<file path="config.mk">
export PLATFORM = sky130hd
export DESIGN_NAME = burst_frequency_hop_control
export DESIGN_NICKNAME = d
export VERILOG_FILES = /design/src/logic/hop_pkg.sv /design/src/logic/noise_integrators.sv /design/src/logic/prd_timer.sv /design/src/logic/burst_frequency_hop_control.sv
export VERILOG_INCLUDE_DIRS = /design/src /design/src/logic
export SDC_FILE = /design/constraint.sdc
export NUM_CORES = 1
export LEC_CHECK = 0
export ABC_AREA = 1
export BUFFER_PORTS_ARGS = -buffer_cell sky130_fd_sc_hd__buf_2
export CORE_MARGIN = 8
export CORE_UTILIZATION = 50
export CTS_BUF_LIST = sky130_fd_sc_hd__clkbuf_4
export DETAILED_ROUTE_END_ITERATION = 8
export GPL_ROUTABILITY_DRIVEN = 0
export PLACE_DENSITY = 0.73
export SLEW_MARGIN = 5
export SYNTH_ARGS = -nofsm -noshare
export SYNTH_HDL_FRONTEND = slang
export SYNTH_SLANG_ARGS = --single-unit
export TNS_END_PERCENT = 1
</file>
<file path="constraint.sdc">
create_clock -name clk -period 3.2 [get_ports clk]
set_input_delay 0.32 -clock clk [delete_from_list [all_inputs] [get_ports clk]]
set_output_delay 0.32 -clock clk [all_outputs]
set_load 0.02 [all_outputs]
</file>
<file path="src/logic/hop_defines.svh">
/*
  Offsets, field positions, reset values and timing counts for the burst
  frequency hop controller. Assumes inclusion by bare name from logic/.
*/
`ifndef HOP_DEFINES_SVH
`define HOP_DEFINES_SVH
// Register indices; the byte address is four times the index.
`define IDX_HOP_MODE 8'hf4
`define IDX_DELAY_PRI 8'hf5
`define IDX_DELAY_SEC 8'hf6
`define IDX_DELAY_TER 8'hf7
`define IDX_NOISE_CFG 8'hf8
`define IDX_OFFSET_FIRST 8'hfa
`define IDX_OFFSET_SECOND 8'hfb
`define IDX_STATUS 8'hfc
// Field positions.
`define HOP_MODE_MSB 7
`define HOP_MODE_LSB 6
`define LIMIT_MSB 7
`define LIMIT_LSB 4
`define THR_IDX_MSB 3
`define THR_IDX_LSB 0
// Reset values.
`define RST_HOP_MODE 2'h3
`define RST_DELAY_PRI 8'h01
`define RST_DELAY_SEC 8'h06
`define RST_DELAY_TER 8'h3f
`define RST_NOISE_CFG 8'h32
`define RST_OFFSET 8'h00
// Noise threshold table: base and step in counts.
`define THR_BASE 8'h05
`define THR_STEP 8'h03
// Timing.
`define CLK_HZ 20000000
`define RESTORE_MS 1000
`define RESTORE_CYCLES ((`RESTORE_MS) * ((`CLK_HZ) / 1000))
`endif

</file>
<file path="src/logic/hop_pkg.sv">
/*
  Types shared by the hop controller files. Assumes nothing else.
*/
package hop_pkg;
  typedef enum logic [1:0] {
    MODE_OFF = 2'h0,
    MODE_RECAL = 2'h1,
    MODE_ADJUST = 2'h2,
    MODE_SWEEP = 2'h3
  } hop_mode_t;
  typedef enum logic [2:0] {
    BUS_IDLE = 3'h1,
    BUS_WR = 3'h2,
    BUS_RD = 3'h4
  } bus_state_t;
endpackage

</file>
<file path="src/logic/noise_integrators.sv">
/*
  Noise threshold lookup and the two noise integrators.
  Assumes deltas and scan end arrive from logic on the same clock.
*/
`timescale 1ns/100ps
`default_nettype none
`include "hop_defines.svh"
module noise_integrators (
  // Clock and reset.
  input wire logic clk,
  input wire logic arst_n,
  // Configuration and sample stream.
  input wire logic enable,
  input wire logic [3:0] thr_index,
  input wire logic delta_valid,
  input wire logic signed [15:0] delta,
  input wire logic scan_end,
  // Counts.
  output logic [3:0] pos_count_r,
  output logic [3:0] neg_count_r
);
  logic [7:0] thr;
  logic [15:0] mag;
  logic noisy;

  // Linear table: index 0 is 5 counts, 2 is 11, 15 is 50.
  assign thr = `THR_BASE + 8'(thr_index) * `THR_STEP;
  assign mag = delta[15] ? 16'(-delta) : 16'(delta);
  assign noisy = enable && delta_valid && (mag >= {8'h00, thr});

  // Counters saturate at 15 so a long burst cannot wrap below the limit.
  always_ff @(posedge clk or negedge arst_n) begin
    if (!arst_n) begin
      pos_count_r <= 4'h0;
      neg_count_r <= 4'h0;
    end else if (scan_end) begin
      pos_count_r <= 4'h0;
      neg_count_r <= 4'h0;
    end else if (noisy) begin
      if (!delta[15] && pos_count_r != 4'hf) begin
        pos_count_r <= pos_count_r + 4'h1;
      end
      if (delta[15] && neg_count_r != 4'hf) begin
        neg_count_r <= neg_count_r + 4'h1;
      end
    end
  end
endmodule
`default_nettype wire

</file>
<file path="src/logic/prd_timer.sv">
/*
  Positive recalibration delay timer.
  Assumes the excursion level comes from logic on the same clock.
*/
`timescale 1ns/100ps
`default_nettype none
module restore_timer #(
  parameter int unsigned RESTORE_CYCLES = 20000000
) (
  // Clock and reset.
  input wire logic clk,
  input wire logic arst_n,
  // Excursion in, restore pulse out.
  input wire logic pos_excursion,
  output logic restore_r
);
  logic [24:0] count_r;

  // The excursion must hold without a break for the whole fixed delay.
  always_ff @(posedge clk or negedge arst_n) begin
    if (!arst_n) begin
      count_r <= 25'h0;
      restore_r <= 1'b0;
    end else if (!pos_excursion) begin
      count_r <= 25'h0;
      restore_r <= 1'b0;
    end else if (count_r == 25'(RESTORE_CYCLES - 1)) begin
      count_r <= 25'h0;
      restore_r <= 1'b1;
    end else begin
      count_r <= count_r + 25'h1;
      restore_r <= 1'b0;
    end
  end
endmodule
`default_nettype wire

</file>
<file path="src/logic/burst_frequency_hop_control.sv">
/*
  Burst frequency hop controller: setup registers over AHB-Lite, fixed,
  hopping and sweeping idle time selection, and key reference requests.
  Assumes key deltas, scan end, calibration status and excursion come
  from logic on the same clock; the burst generator reads idle_cycles_r.
*/
// The AHB-Lite interface to the registers was decided locally.
`timescale 1ns/100ps
`default_nettype none
`include "hop_defines.svh"
module burst_frequency_hop_control #(
  parameter int unsigned RESTORE_CYCLES = `RESTORE_CYCLES
) (
  // Clock and reset.
  input wire logic clk,
  input wire logic arst_n,
  // AHB-Lite slave.
  input wire logic hsel,
  input wire logic [31:0] haddr,
  input wire logic [1:0] htrans,
  input wire logic hwrite,
  input wire logic [2:0] hsize,
  input wire logic hready,
  input wire logic [31:0] hwdata,
  output logic hreadyout,
  output logic hresp,
  output logic [31:0] hrdata,
  // Acquisition side.
  input wire logic delta_valid,
  input wire logic signed [15:0] delta,
  input wire logic scan_end,
  input wire logic calib_busy,
  input wire logic pos_excursion,
  // Burst timing and reference requests.
  output logic [8:0] idle_cycles_r,
  output logic hop_r,
  output logic recal_all_r,
  output logic adjust_ref_r,
  output logic [7:0] freq_offset_first_r,
  output logic [7:0] freq_offset_second_r,
  output logic restore_r
);
  hop_pkg::bus_state_t bus_state_r;
  hop_pkg::hop_mode_t hop_mode_select_r;
  logic [7:0] addr_idx_r;
  logic [7:0] delay_setting_primary_r;
  logic [7:0] delay_setting_secondary_r;
  logic [7:0] delay_setting_tertiary_r;
  logic [7:0] noise_cfg_r;
  logic hready_r;
  logic [31:0] rdata_r;
  logic [3:0] pos_count;
  logic [3:0] neg_count;
  logic [1:0] rot_idx_r;
  logic [8:0] sweep_r;
  logic sweep_down_r;
  logic [8:0] idle_nxt;
  logic [8:0] pri_eff;
  logic [8:0] sec_eff;
  logic [8:0] ter_eff;
  logic [3:0] noise_integrator_limit;
  logic [3:0] noise_threshold_index;
  logic hop_mode_noise;
  logic hop_go;
  logic accept;
  logic wr_en;
  logic [31:0] rd_mux;

  // Zero in a delay setting stands for the longest gap.
  function automatic logic [8:0] delay_eff(input logic [7:0] v);
    delay_eff = (v == 8'h00) ? 9'h100 : {1'b0, v};
  endfunction

  assign pri_eff = delay_eff(delay_setting_primary_r);
  assign sec_eff = delay_eff(delay_setting_secondary_r);
  assign ter_eff = delay_eff(delay_setting_tertiary_r);
  assign noise_integrator_limit = noise_cfg_r[`LIMIT_MSB:`LIMIT_LSB];
  assign noise_threshold_index = noise_cfg_r[`THR_IDX_MSB:`THR_IDX_LSB];
  assign hop_mode_noise = (hop_mode_select_r == hop_pkg::MODE_RECAL) ||
    (hop_mode_select_r == hop_pkg::MODE_ADJUST);
  assign hreadyout = hready_r;
  assign hresp = 1'b0;
  assign hrdata = rdata_r;

  // Bus phases. Reads take one wait state so that a write just before
  // is already stored when the read mux is sampled.
  assign accept = hsel && htrans[1] && hready;
  assign wr_en = (bus_state_r == hop_pkg::BUS_WR);

  always_ff @(posedge clk or negedge arst_n) begin
    if (!arst_n) begin
      bus_state_r <= hop_pkg::BUS_IDLE;
      hready_r <= 1'b1;
      addr_idx_r <= 8'h00;
    end else begin
      unique case (bus_state_r)
        hop_pkg::BUS_RD: begin
          hready_r <= 1'b1;
          bus_state_r <= hop_pkg::BUS_IDLE;
        end
        hop_pkg::BUS_IDLE, hop_pkg::BUS_WR: begin
          if (accept) begin
            // Anything outside the low ten bits lands on no register.
            addr_idx_r <= (haddr[31:10] == 22'h0 && haddr[1:0] == 2'h0) ?
              haddr[9:2] : 8'h00;
            if (hwrite) begin
              bus_state_r <= hop_pkg::BUS_WR;
            end else begin
              bus_state_r <= hop_pkg::BUS_RD;
              hready_r <= 1'b0;
            end
          end else begin
            bus_state_r <= hop_pkg::BUS_IDLE;
          end
        end
        default: begin
          bus_state_r <= hop_pkg::BUS_IDLE;
          hready_r <= 1'b1;
        end
      endcase
    end
  end

  // Read mux; unmapped words and unused bits read as zero.
  always_comb begin
    rd_mux = 32'h0;
    unique case (addr_idx_r)
      `IDX_HOP_MODE: rd_mux[`HOP_MODE_MSB:`HOP_MODE_LSB] = hop_mode_select_r;
      `IDX_DELAY_PRI: rd_mux[7:0] = delay_setting_primary_r;
      `IDX_DELAY_SEC: rd_mux[7:0] = delay_setting_secondary_r;
      `IDX_DELAY_TER: rd_mux[7:0] = delay_setting_tertiary_r;
      `IDX_NOISE_CFG: rd_mux[7:0] = noise_cfg_r;
      `IDX_OFFSET_FIRST: rd_mux[7:0] = freq_offset_first_r;
      `IDX_OFFSET_SECOND: rd_mux[7:0] = freq_offset_second_r;
      // Status is read only; the pad keeps the concat a full word wide.
      `IDX_STATUS: rd_mux = {11'h0, calib_busy, sweep_down_r, rot_idx_r,
        pos_count, neg_count, idle_cycles_r};
      default: rd_mux = 32'h0;
    endcase
  end

  // Read data is loaded during the wait state.
  always_ff @(posedge clk or negedge arst_n) begin
    if (!arst_n) begin
      rdata_r <= 32'h0;
    end else if (bus_state_r == hop_pkg::BUS_RD) begin
      rdata_r <= rd_mux;
    end
  end

  // Setup registers, written in the data phase from the low byte.
  always_ff @(posedge clk or negedge arst_n) begin
    if (!arst_n) begin
      hop_mode_select_r <= hop_pkg::hop_mode_t'(`RST_HOP_MODE);
      delay_setting_primary_r <= `RST_DELAY_PRI;
      delay_setting_secondary_r <= `RST_DELAY_SEC;
      delay_setting_tertiary_r <= `RST_DELAY_TER;
      noise_cfg_r <= `RST_NOISE_CFG;
      freq_offset_first_r <= `RST_OFFSET;
      freq_offset_second_r <= `RST_OFFSET;
    end else if (wr_en) begin
      unique case (addr_idx_r)
        `IDX_HOP_MODE: hop_mode_select_r <= hop_pkg::hop_mode_t'(
          hwdata[`HOP_MODE_MSB:`HOP_MODE_LSB]);
        `IDX_DELAY_PRI: delay_setting_primary_r <= hwdata[7:0];
        `IDX_DELAY_SEC: delay_setting_secondary_r <= hwdata[7:0];
        `IDX_DELAY_TER: delay_setting_tertiary_r <= hwdata[7:0];
        `IDX_NOISE_CFG: noise_cfg_r <= hwdata[7:0];
        `IDX_OFFSET_FIRST: freq_offset_first_r <= hwdata[7:0];
        `IDX_OFFSET_SECOND: freq_offset_second_r <= hwdata[7:0];
        default: begin
        end
      endcase
    end
  end

  // Noise integrators run only where hopping is noise driven.
  noise_integrators u_integ (
    .clk(clk),
    .arst_n(arst_n),
    .enable(hop_mode_noise),
    .thr_index(noise_threshold_index),
    .delta_valid(delta_valid),
    .delta(delta),
    .scan_end(scan_end),
    .pos_count_r(pos_count),
    .neg_count_r(neg_count)
  );

  // Hop decision at scan end, before the counters clear; never while
  // calibrating, since references are not yet valid at the new delay.
  assign hop_go = hop_mode_noise && scan_end && !calib_busy &&
    (pos_count >= noise_integrator_limit) &&
    (neg_count >= noise_integrator_limit);

  // Rotation index over the three settings.
  always_ff @(posedge clk or negedge arst_n) begin
    if (!arst_n) begin
      rot_idx_r <= 2'h0;
    end else if (!hop_mode_noise) begin
      rot_idx_r <= 2'h0;
    end else if (hop_go) begin
      rot_idx_r <= (rot_idx_r == 2'h2) ? 2'h0 : rot_idx_r + 2'h1;
    end
  end

  // Sweep position; a host breaking the bound ordering gets an
  // oscillation at the edge rather than a lockup.
  always_ff @(posedge clk or negedge arst_n) begin
    if (!arst_n) begin
      sweep_r <= 9'h001;
      sweep_down_r <= 1'b0;
    end else if (hop_mode_select_r != hop_pkg::MODE_SWEEP) begin
      sweep_r <= pri_eff;
      sweep_down_r <= 1'b0;
    end else if (scan_end) begin
      if (!sweep_down_r && sweep_r >= sec_eff) begin
        sweep_down_r <= 1'b1;
        sweep_r <= sweep_r - 9'h001;
      end else if (sweep_down_r && sweep_r <= pri_eff) begin
        sweep_down_r <= 1'b0;
        sweep_r <= sweep_r + 9'h001;
      end else if (sweep_down_r) begin
        sweep_r <= sweep_r - 9'h001;
      end else begin
        sweep_r <= sweep_r + 9'h001;
      end
    end
  end

  // Idle gap by mode; a larger nonzero setting gives a longer gap.
  always_comb begin
    idle_nxt = pri_eff;
    unique case (hop_mode_select_r)
      hop_pkg::MODE_OFF: idle_nxt = pri_eff;
      hop_pkg::MODE_RECAL, hop_pkg::MODE_ADJUST: begin
        unique case (rot_idx_r)
          2'h1: idle_nxt = sec_eff;
          2'h2: idle_nxt = ter_eff;
          default: idle_nxt = pri_eff;
        endcase
      end
      hop_pkg::MODE_SWEEP: idle_nxt = sweep_r;
    endcase
  end

  // Idle output and reference requests; the sweep never asks for one.
  always_ff @(posedge clk or negedge arst_n) begin
    if (!arst_n) begin
      idle_cycles_r <= 9'h001;
      hop_r <= 1'b0;
      recal_all_r <= 1'b0;
      adjust_ref_r <= 1'b0;
    end else begin
      idle_cycles_r <= idle_nxt;
      hop_r <= hop_go ||
        (hop_mode_select_r == hop_pkg::MODE_SWEEP && scan_end);
      recal_all_r <= hop_go &&
        (hop_mode_select_r == hop_pkg::MODE_RECAL);
      adjust_ref_r <= hop_go &&
        (hop_mode_select_r == hop_pkg::MODE_ADJUST);
    end
  end

  // Fixed restore delay after an upward excursion.
  restore_timer #(
    .RESTORE_CYCLES(RESTORE_CYCLES)
  ) u_restore (
    .clk(clk),
    .arst_n(arst_n),
    .pos_excursion(pos_excursion),
    .restore_r(restore_r)
  );
endmodule
`default_nettype wire

</file>
== Word-level counts from Yosys, hierarchy flattened ==
Index checks and enable logic that the tools add are counted.
Word-level totals
  flip-flop bits (word level): 152
  input port bits: 94
  output and inout bits: 63
Cells by class
  add/sub/neg operators: 8
  multiply operators: 1
  order comparisons: 5
  eq/ne operators: 23
  multiplexer cells: 38
  reductions and logical operators: 46
Operators with widths (number)
  2-to-1 mux 9 bit: 8
  equality test 8 bit, second input constant: 8
  2-to-1 mux 25 bit: 2
  one-hot mux 6 bit (7 select lines): 1
  one-hot mux 9 bit (3 select lines): 1
  adder 25 x 1 -> 25 bit, second input constant: 1
  equality test 25 bit, second input constant: 1
  logical NOT 8 bit: 3
  2-to-1 mux 4 bit: 6
  AND reduction 2 bit: 12
  logical NOT 22 bit: 1
  one-hot mux 9 bit (2 select lines): 1
  >= comparator 16 x 8 -> 1 bit: 1
  logical AND 1 bit: 16
  2-to-1 mux 16 bit: 1
  negator 16 bit: 1
  one-hot mux 2 bit (8 select lines): 1
  2-to-1 mux 13 bit: 1
  adder 9 x 1 -> 9 bit, second input constant: 1
  >= comparator 9 bit: 1
  <= comparator 9 bit: 1
  2-to-1 mux 1 bit: 9
  2-to-1 mux 3 bit: 3
  subtractor 9 x 1 -> 9 bit, second input constant: 1
  other kinds (21): 39

== Depth between registers and ports, before layout ==
  depth in word-level cells: 8
  depth in mapped cells: 21
  depth with buffers taken out: 21

== Cells and area by module ==
From an unflattened synthesis, not the netlist that was laid out.
Second synthesis, totals
  cell total of the unflattened synthesis: 1199
  area, all modules: 9019.9 µm²
By module, submodules not included
  burst_frequency_hop_control: times used 1, cells an instance 783, area an instance 6206.0 µm², sequential area each 2700.1 µm²
  restore_timer: times used 1, cells an instance 199, area an instance 1475.2 µm², sequential area each 650.6 µm²
  noise_integrators: times used 1, cells an instance 217, area an instance 1338.8 µm², sequential area each 200.2 µm²

== Worst setup path before layout ==
OpenSTA, ideal clock, no wires.
  kind: register to register
  start: reg noise_cfg_r[1]
  end: reg u_integ.neg_count_r[2]
  library setup time: 0.117 ns
  arrival time: 2.588 ns
  data required time: 3.083 ns
  setup slack: 0.495 ns
  stages on the path, launching flop included: 18
  buffers on the path: 0
  path through: dfstp_2 inv_1 ha_1 fa_1 xor2_1 ha_1 a21oi_1 nand2_1 nand2_1 nand2_1 clkinv_1 nand2_1 nor2_2 nand3_2 nand2_2 nand2_4 nand3_1 nand2_1
Between the ends
  word-level cells in the longest chain between the ends: 6
RTL lines
  from (decl): line burst_frequency_hop_control.sv:49  | logic [7:0] noise_cfg_r;
  from (signal assigned): line burst_frequency_hop_control.sv:158  | noise_cfg_r <= `RST_NOISE_CFG;
  from (signal assigned): line burst_frequency_hop_control.sv:168  | `IDX_NOISE_CFG: noise_cfg_r <= hwdata[7:0];
  multiplier 4 x 2 -> 6 bit (no line)
  adder 3 x 6 -> 7 bit (no line)
  >= comparator 16 x 8 -> 1 bit: line noise_integrators.sv:29  | assign noisy = enable && delta_valid && (mag >= {8'h00, thr});
  logical AND 1 bit: line noise_integrators.sv:29
  nonzero test 2 bit (no line)
  AND reduction 2 bit (no line)
  to (signal assigned): line noise_integrators.sv:44  | neg_count_r <= neg_count_r + 4'h1;
  to (decl): line noise_integrators.sv:20  | output logic [3:0] neg_count_r
Every way passes these cells.
A chain may end at the register's enable or synchronous reset.

== Worst setup path after layout ==
Same ends and word-level chain as after synthesis.

==> flow_metrics.env <==
export IMPL_clock_fmax_ghz=0.3416
export IMPL_die_height_um=147.8
export IMPL_setup_viol=0
export IMPL_hold_viol=0
export IMPL_switchingPower_uw=1562
export IMPL_pwr_share_seq_pct=48.2
export IMPL_rows=48
export IMPL_clkTransAtPathRegs_ns=0.11
export IMPL_drive_gt1_share_pct=17.60
export IMPL_cts_path_max_buffers=2
export IMPL_layout_common_cells="nand2_1, inv_1, dfrtp_1"
export IMPL_stdcell_count=1470
export IMPL_grt_start_max_net_pins=67
export IMPL_synth_xor_xnor_area_share_pct=2.925
export IMPL_timing_slew_headroom_pct=59.44
export IMPL_clk_latency_ns=0.58
export IMPL_synth_top_family_by_area="simple AND/OR/NAND/NOR gates"
export IMPL_ir_worst_vdd_v=0.0002781
export IMPL_layout_commonest_cell="nand2_1"
export IMPL_start_util_pct=50.73
export IMPL_ant_nets=0
export IMPL_drt_first_iter_violations=722
export IMPL_cts_root_buf="clkbuf_4"
export IMPL_wl_per_cell_um=16.46
export IMPL_syn_avg_cell_area_sq_um=7.844
export IMPL_status="complete, no violations"
export IMPL_yosys_area_top_type_share_pct=35.45
export IMPL_synthSimpleGateAreaFrac_pct=26.64
export IMPL_tritoncts="yes"
export IMPL_grt_pass1_vias=7747
export IMPL_htree_num_levels=4
export IMPL_layout_area_seq_sq_um=3551
export IMPL_synth_cells=1107
export IMPL_rsz0062_at_grt="false"
export IMPL_num_fill_cells=1599
export IMPL_nets=1380
export IMPL_vias=7979
export IMPL_antenna_found_initial=1
export IMPL_core_area_sq_um=17120
export IMPL_holdPathStages=3
export IMPL_io_buffers=116
export IMPL_drt_wl_total_um=24200
export IMPL_combPwrFrac_pct=24.8
export IMPL_globalRouteOverflowTotal=0
export IMPL_hold_class="input port to register"
export IMPL_placed_cells=1432
export IMPL_drc=0
export IMPL_worstSetupEndpointType="register"
export IMPL_leakage_uw=0.005168
export IMPL_fin_setup_tns_ns=0
export IMPL_ys_warn_count=0
export IMPL_cts_buffers_inserted=17
export IMPL_period_needed_ns=2.927
export IMPL_ys_types=49
export IMPL_pin_count=157
export IMPL_dp_hpwl_um=18630
export IMPL_swShare_pct=35.71
export IMPL_dr_pass1_iters=6
export IMPL_p_int_uw=2812
export IMPL_ys_ff_latch=141
export IMPL_startpoint_type="register"
export IMPL_yosysSeqAreaShare_pct=40.89
export IMPL_crit_type="register to register"
export IMPL_synthArstFlopShare_pct=100.0
export IMPL_fin_skew_ns=0.01856
export IMPL_die_w_um=147.8
export IMPL_final_max_slew_viol_count=0
export IMPL_yosysTopAreaCell="dfrtp_1"
export IMPL_cp_required_ns=3.72
export IMPL_multiInputGateArea_sq_um=4438
export IMPL_finalCritPeriodShare_pct=91.48
export IMPL_synth_area_sq_um=8683
export IMPL_area_growth_syn_to_layout_pct=13.20
export IMPL_synth_edff_count=0
export IMPL_cts_sinks=141
export IMPL_arrival_ns=3.45
export IMPL_grt_usage_pct=22.63
export IMPL_p_clk_share_pct=27.0
export IMPL_synthAdderAreaFrac_pct=7.723
export IMPL_powerDensity_nw_per_um2=444.9
export IMPL_ys_flop_type="dfrtp_1"
export IMPL_dieArea_sq_um=21840
export IMPL_crit_fanout=6
export IMPL_reg2regPathDepth=18
export IMPL_tightest_slew_ns=0.6084
export IMPL_via_per_inst=5.428
export IMPL_synthMuxAreaShare_pct=0
export IMPL_synth_compound_area_share_pct=13.27
export IMPL_holdWs_ns=0.03215
export IMPL_synth_area_top_cells="dfrtp_1, nand2_1, ha_1"
export IMPL_grt_first_pass_wirelength_um=39640
export IMPL_post_cts_setup_buffers=0
export IMPL_cap_violations=0
==> metrics by stage <==
step,utilization [%],area (sq um),power [uW],worst slack [ns]
floorplan,-,8725,2798,0.4953
global placement,55.36,9475,3170,0.2911
detailed placement,55.36,9475,3195,0.2433
CTS,57.40,9824,4379,0.2075
global route,57.43,9829,4614,0.05578
finish,57.43,9829,4374,0.2726
==> power groups by stage <==
stage                     clock [uW]  sequential, uW  combinational, uW
after global placement             0            2130               1040
final                           1180            2110               1080
after floorplan                    0            2110                688
after global routing            1270            2120               1230
after detailed placement           0            2130               1060
after CTS                       1210            2100               1070
==> final cells by class <==
| type | count | area share [%] |
|---|---|---|
| multi-input combinational | 795 | 45.15 |
| clock inverter | 13 | 1.540 |
| clock buffer | 17 | 1.298 |
| timing repair buffer | 130 | 7.345 |
| sequential | 141 | 36.13 |
| antenna | 1 | 0.02546 |
| tap | 225 | 2.864 |
| inverter | 148 | 5.652 |
==> logic make-up after synthesis <==
kind of cell               after synthesis
xor gates and xnor gates                29
AOI/OAI and AO/OA                      201
DFF                                    141
buffers and inverters                  182
other                                    1
and+or+nand+nor                        500
adders and majority gates               53
==> sequential cells by signal (all words and copies together), names as in the netlist, 9 cells and up <==
signal	cells
u_restore.count_r	25
sweep_r	9
idle_cycles_r	9
hrdata	21
==> worst max-delay path: stages (launching register included) <==
cell	delay (ns)
dfstp_2	0.56
inv_1	0.07
ha_1	0.35
fa_2	0.41
xor2_1	0.16
ha_1	0.29
a21oi_1	0.15
nand2_1	0.06
nand2_1	0.06
nand2_1	0.05
clkinv_1	0.04
nand2_1	0.06
nor2_2	0.09
nand3_2	0.14
nand2_2	0.11
nand2_4	0.08
nand2_2	0.09
nand2_1	0.06
nand2_1	0.06
==> timing repair <==
action / 4_1_cts / 5_1_grt
resized for setup: 0 / 1
endpoints found under the hold margin: 58 / 0
hold buffers: 7 / 0
endpoints found under the setup margin: 0 / 3
==> path summary, 6_finish.rpt <==
path                                startpoint                      endpoint  slack (ns)
worst max-delay path            noise_cfg_r[1]        u_integ.neg_count_r[2]        0.27
worst min-delay path                  haddr[3]                 addr_idx_r[1]        0.03
worst max register to register  noise_cfg_r[1]        u_integ.neg_count_r[2]        0.27
worst min register to register      hrdata[15]                    hrdata[15]        0.49
max in group asynchronous               arst_n         u_restore.count_r[21]        2.14
min in group asynchronous               arst_n  delay_setting_secondary_r[4]        0.30
==> cell usage after synthesis, types with 2 or more instances <==
cell and count:
o21ai_0 99, dfstp_2 18, a21oi_1 34, a221oi_1 6
o21a_1 4, ha_1 52, clkinv_1 4, buf_4 13
dfrtp_1 123, o211ai_1 5, o22ai_1 28, nor2_4 4
inv_2 4, nand3_2 6, nand3b_1 4, nor3_2 3
nand2_4 3, xor2_1 24, nor4_4 2, o21ai_1 2
a21o_1 2, nand2_2 14, o31ai_1 11, xnor2_1 5
clkbuf_1 15, inv_1 140, nand2_1 263, nor3_1 14
nand3_1 58, buf_2 5, nor2_1 80, nand4_1 21
o21bai_1 3, nor3b_1 4, nor2_2 7, o21ai_2 2
nor4_1 13
==> per-layer routing <==
layer | share of wire [%] | track usage [%]
met1 | 43 | 30.05
met2 | 47 | 36.40
met3 | 8.1 | 4.922
met4 | 1.5 | 6.731
met5 | 0 | 0
Note: power is estimated with default switching activity, not from simulation.
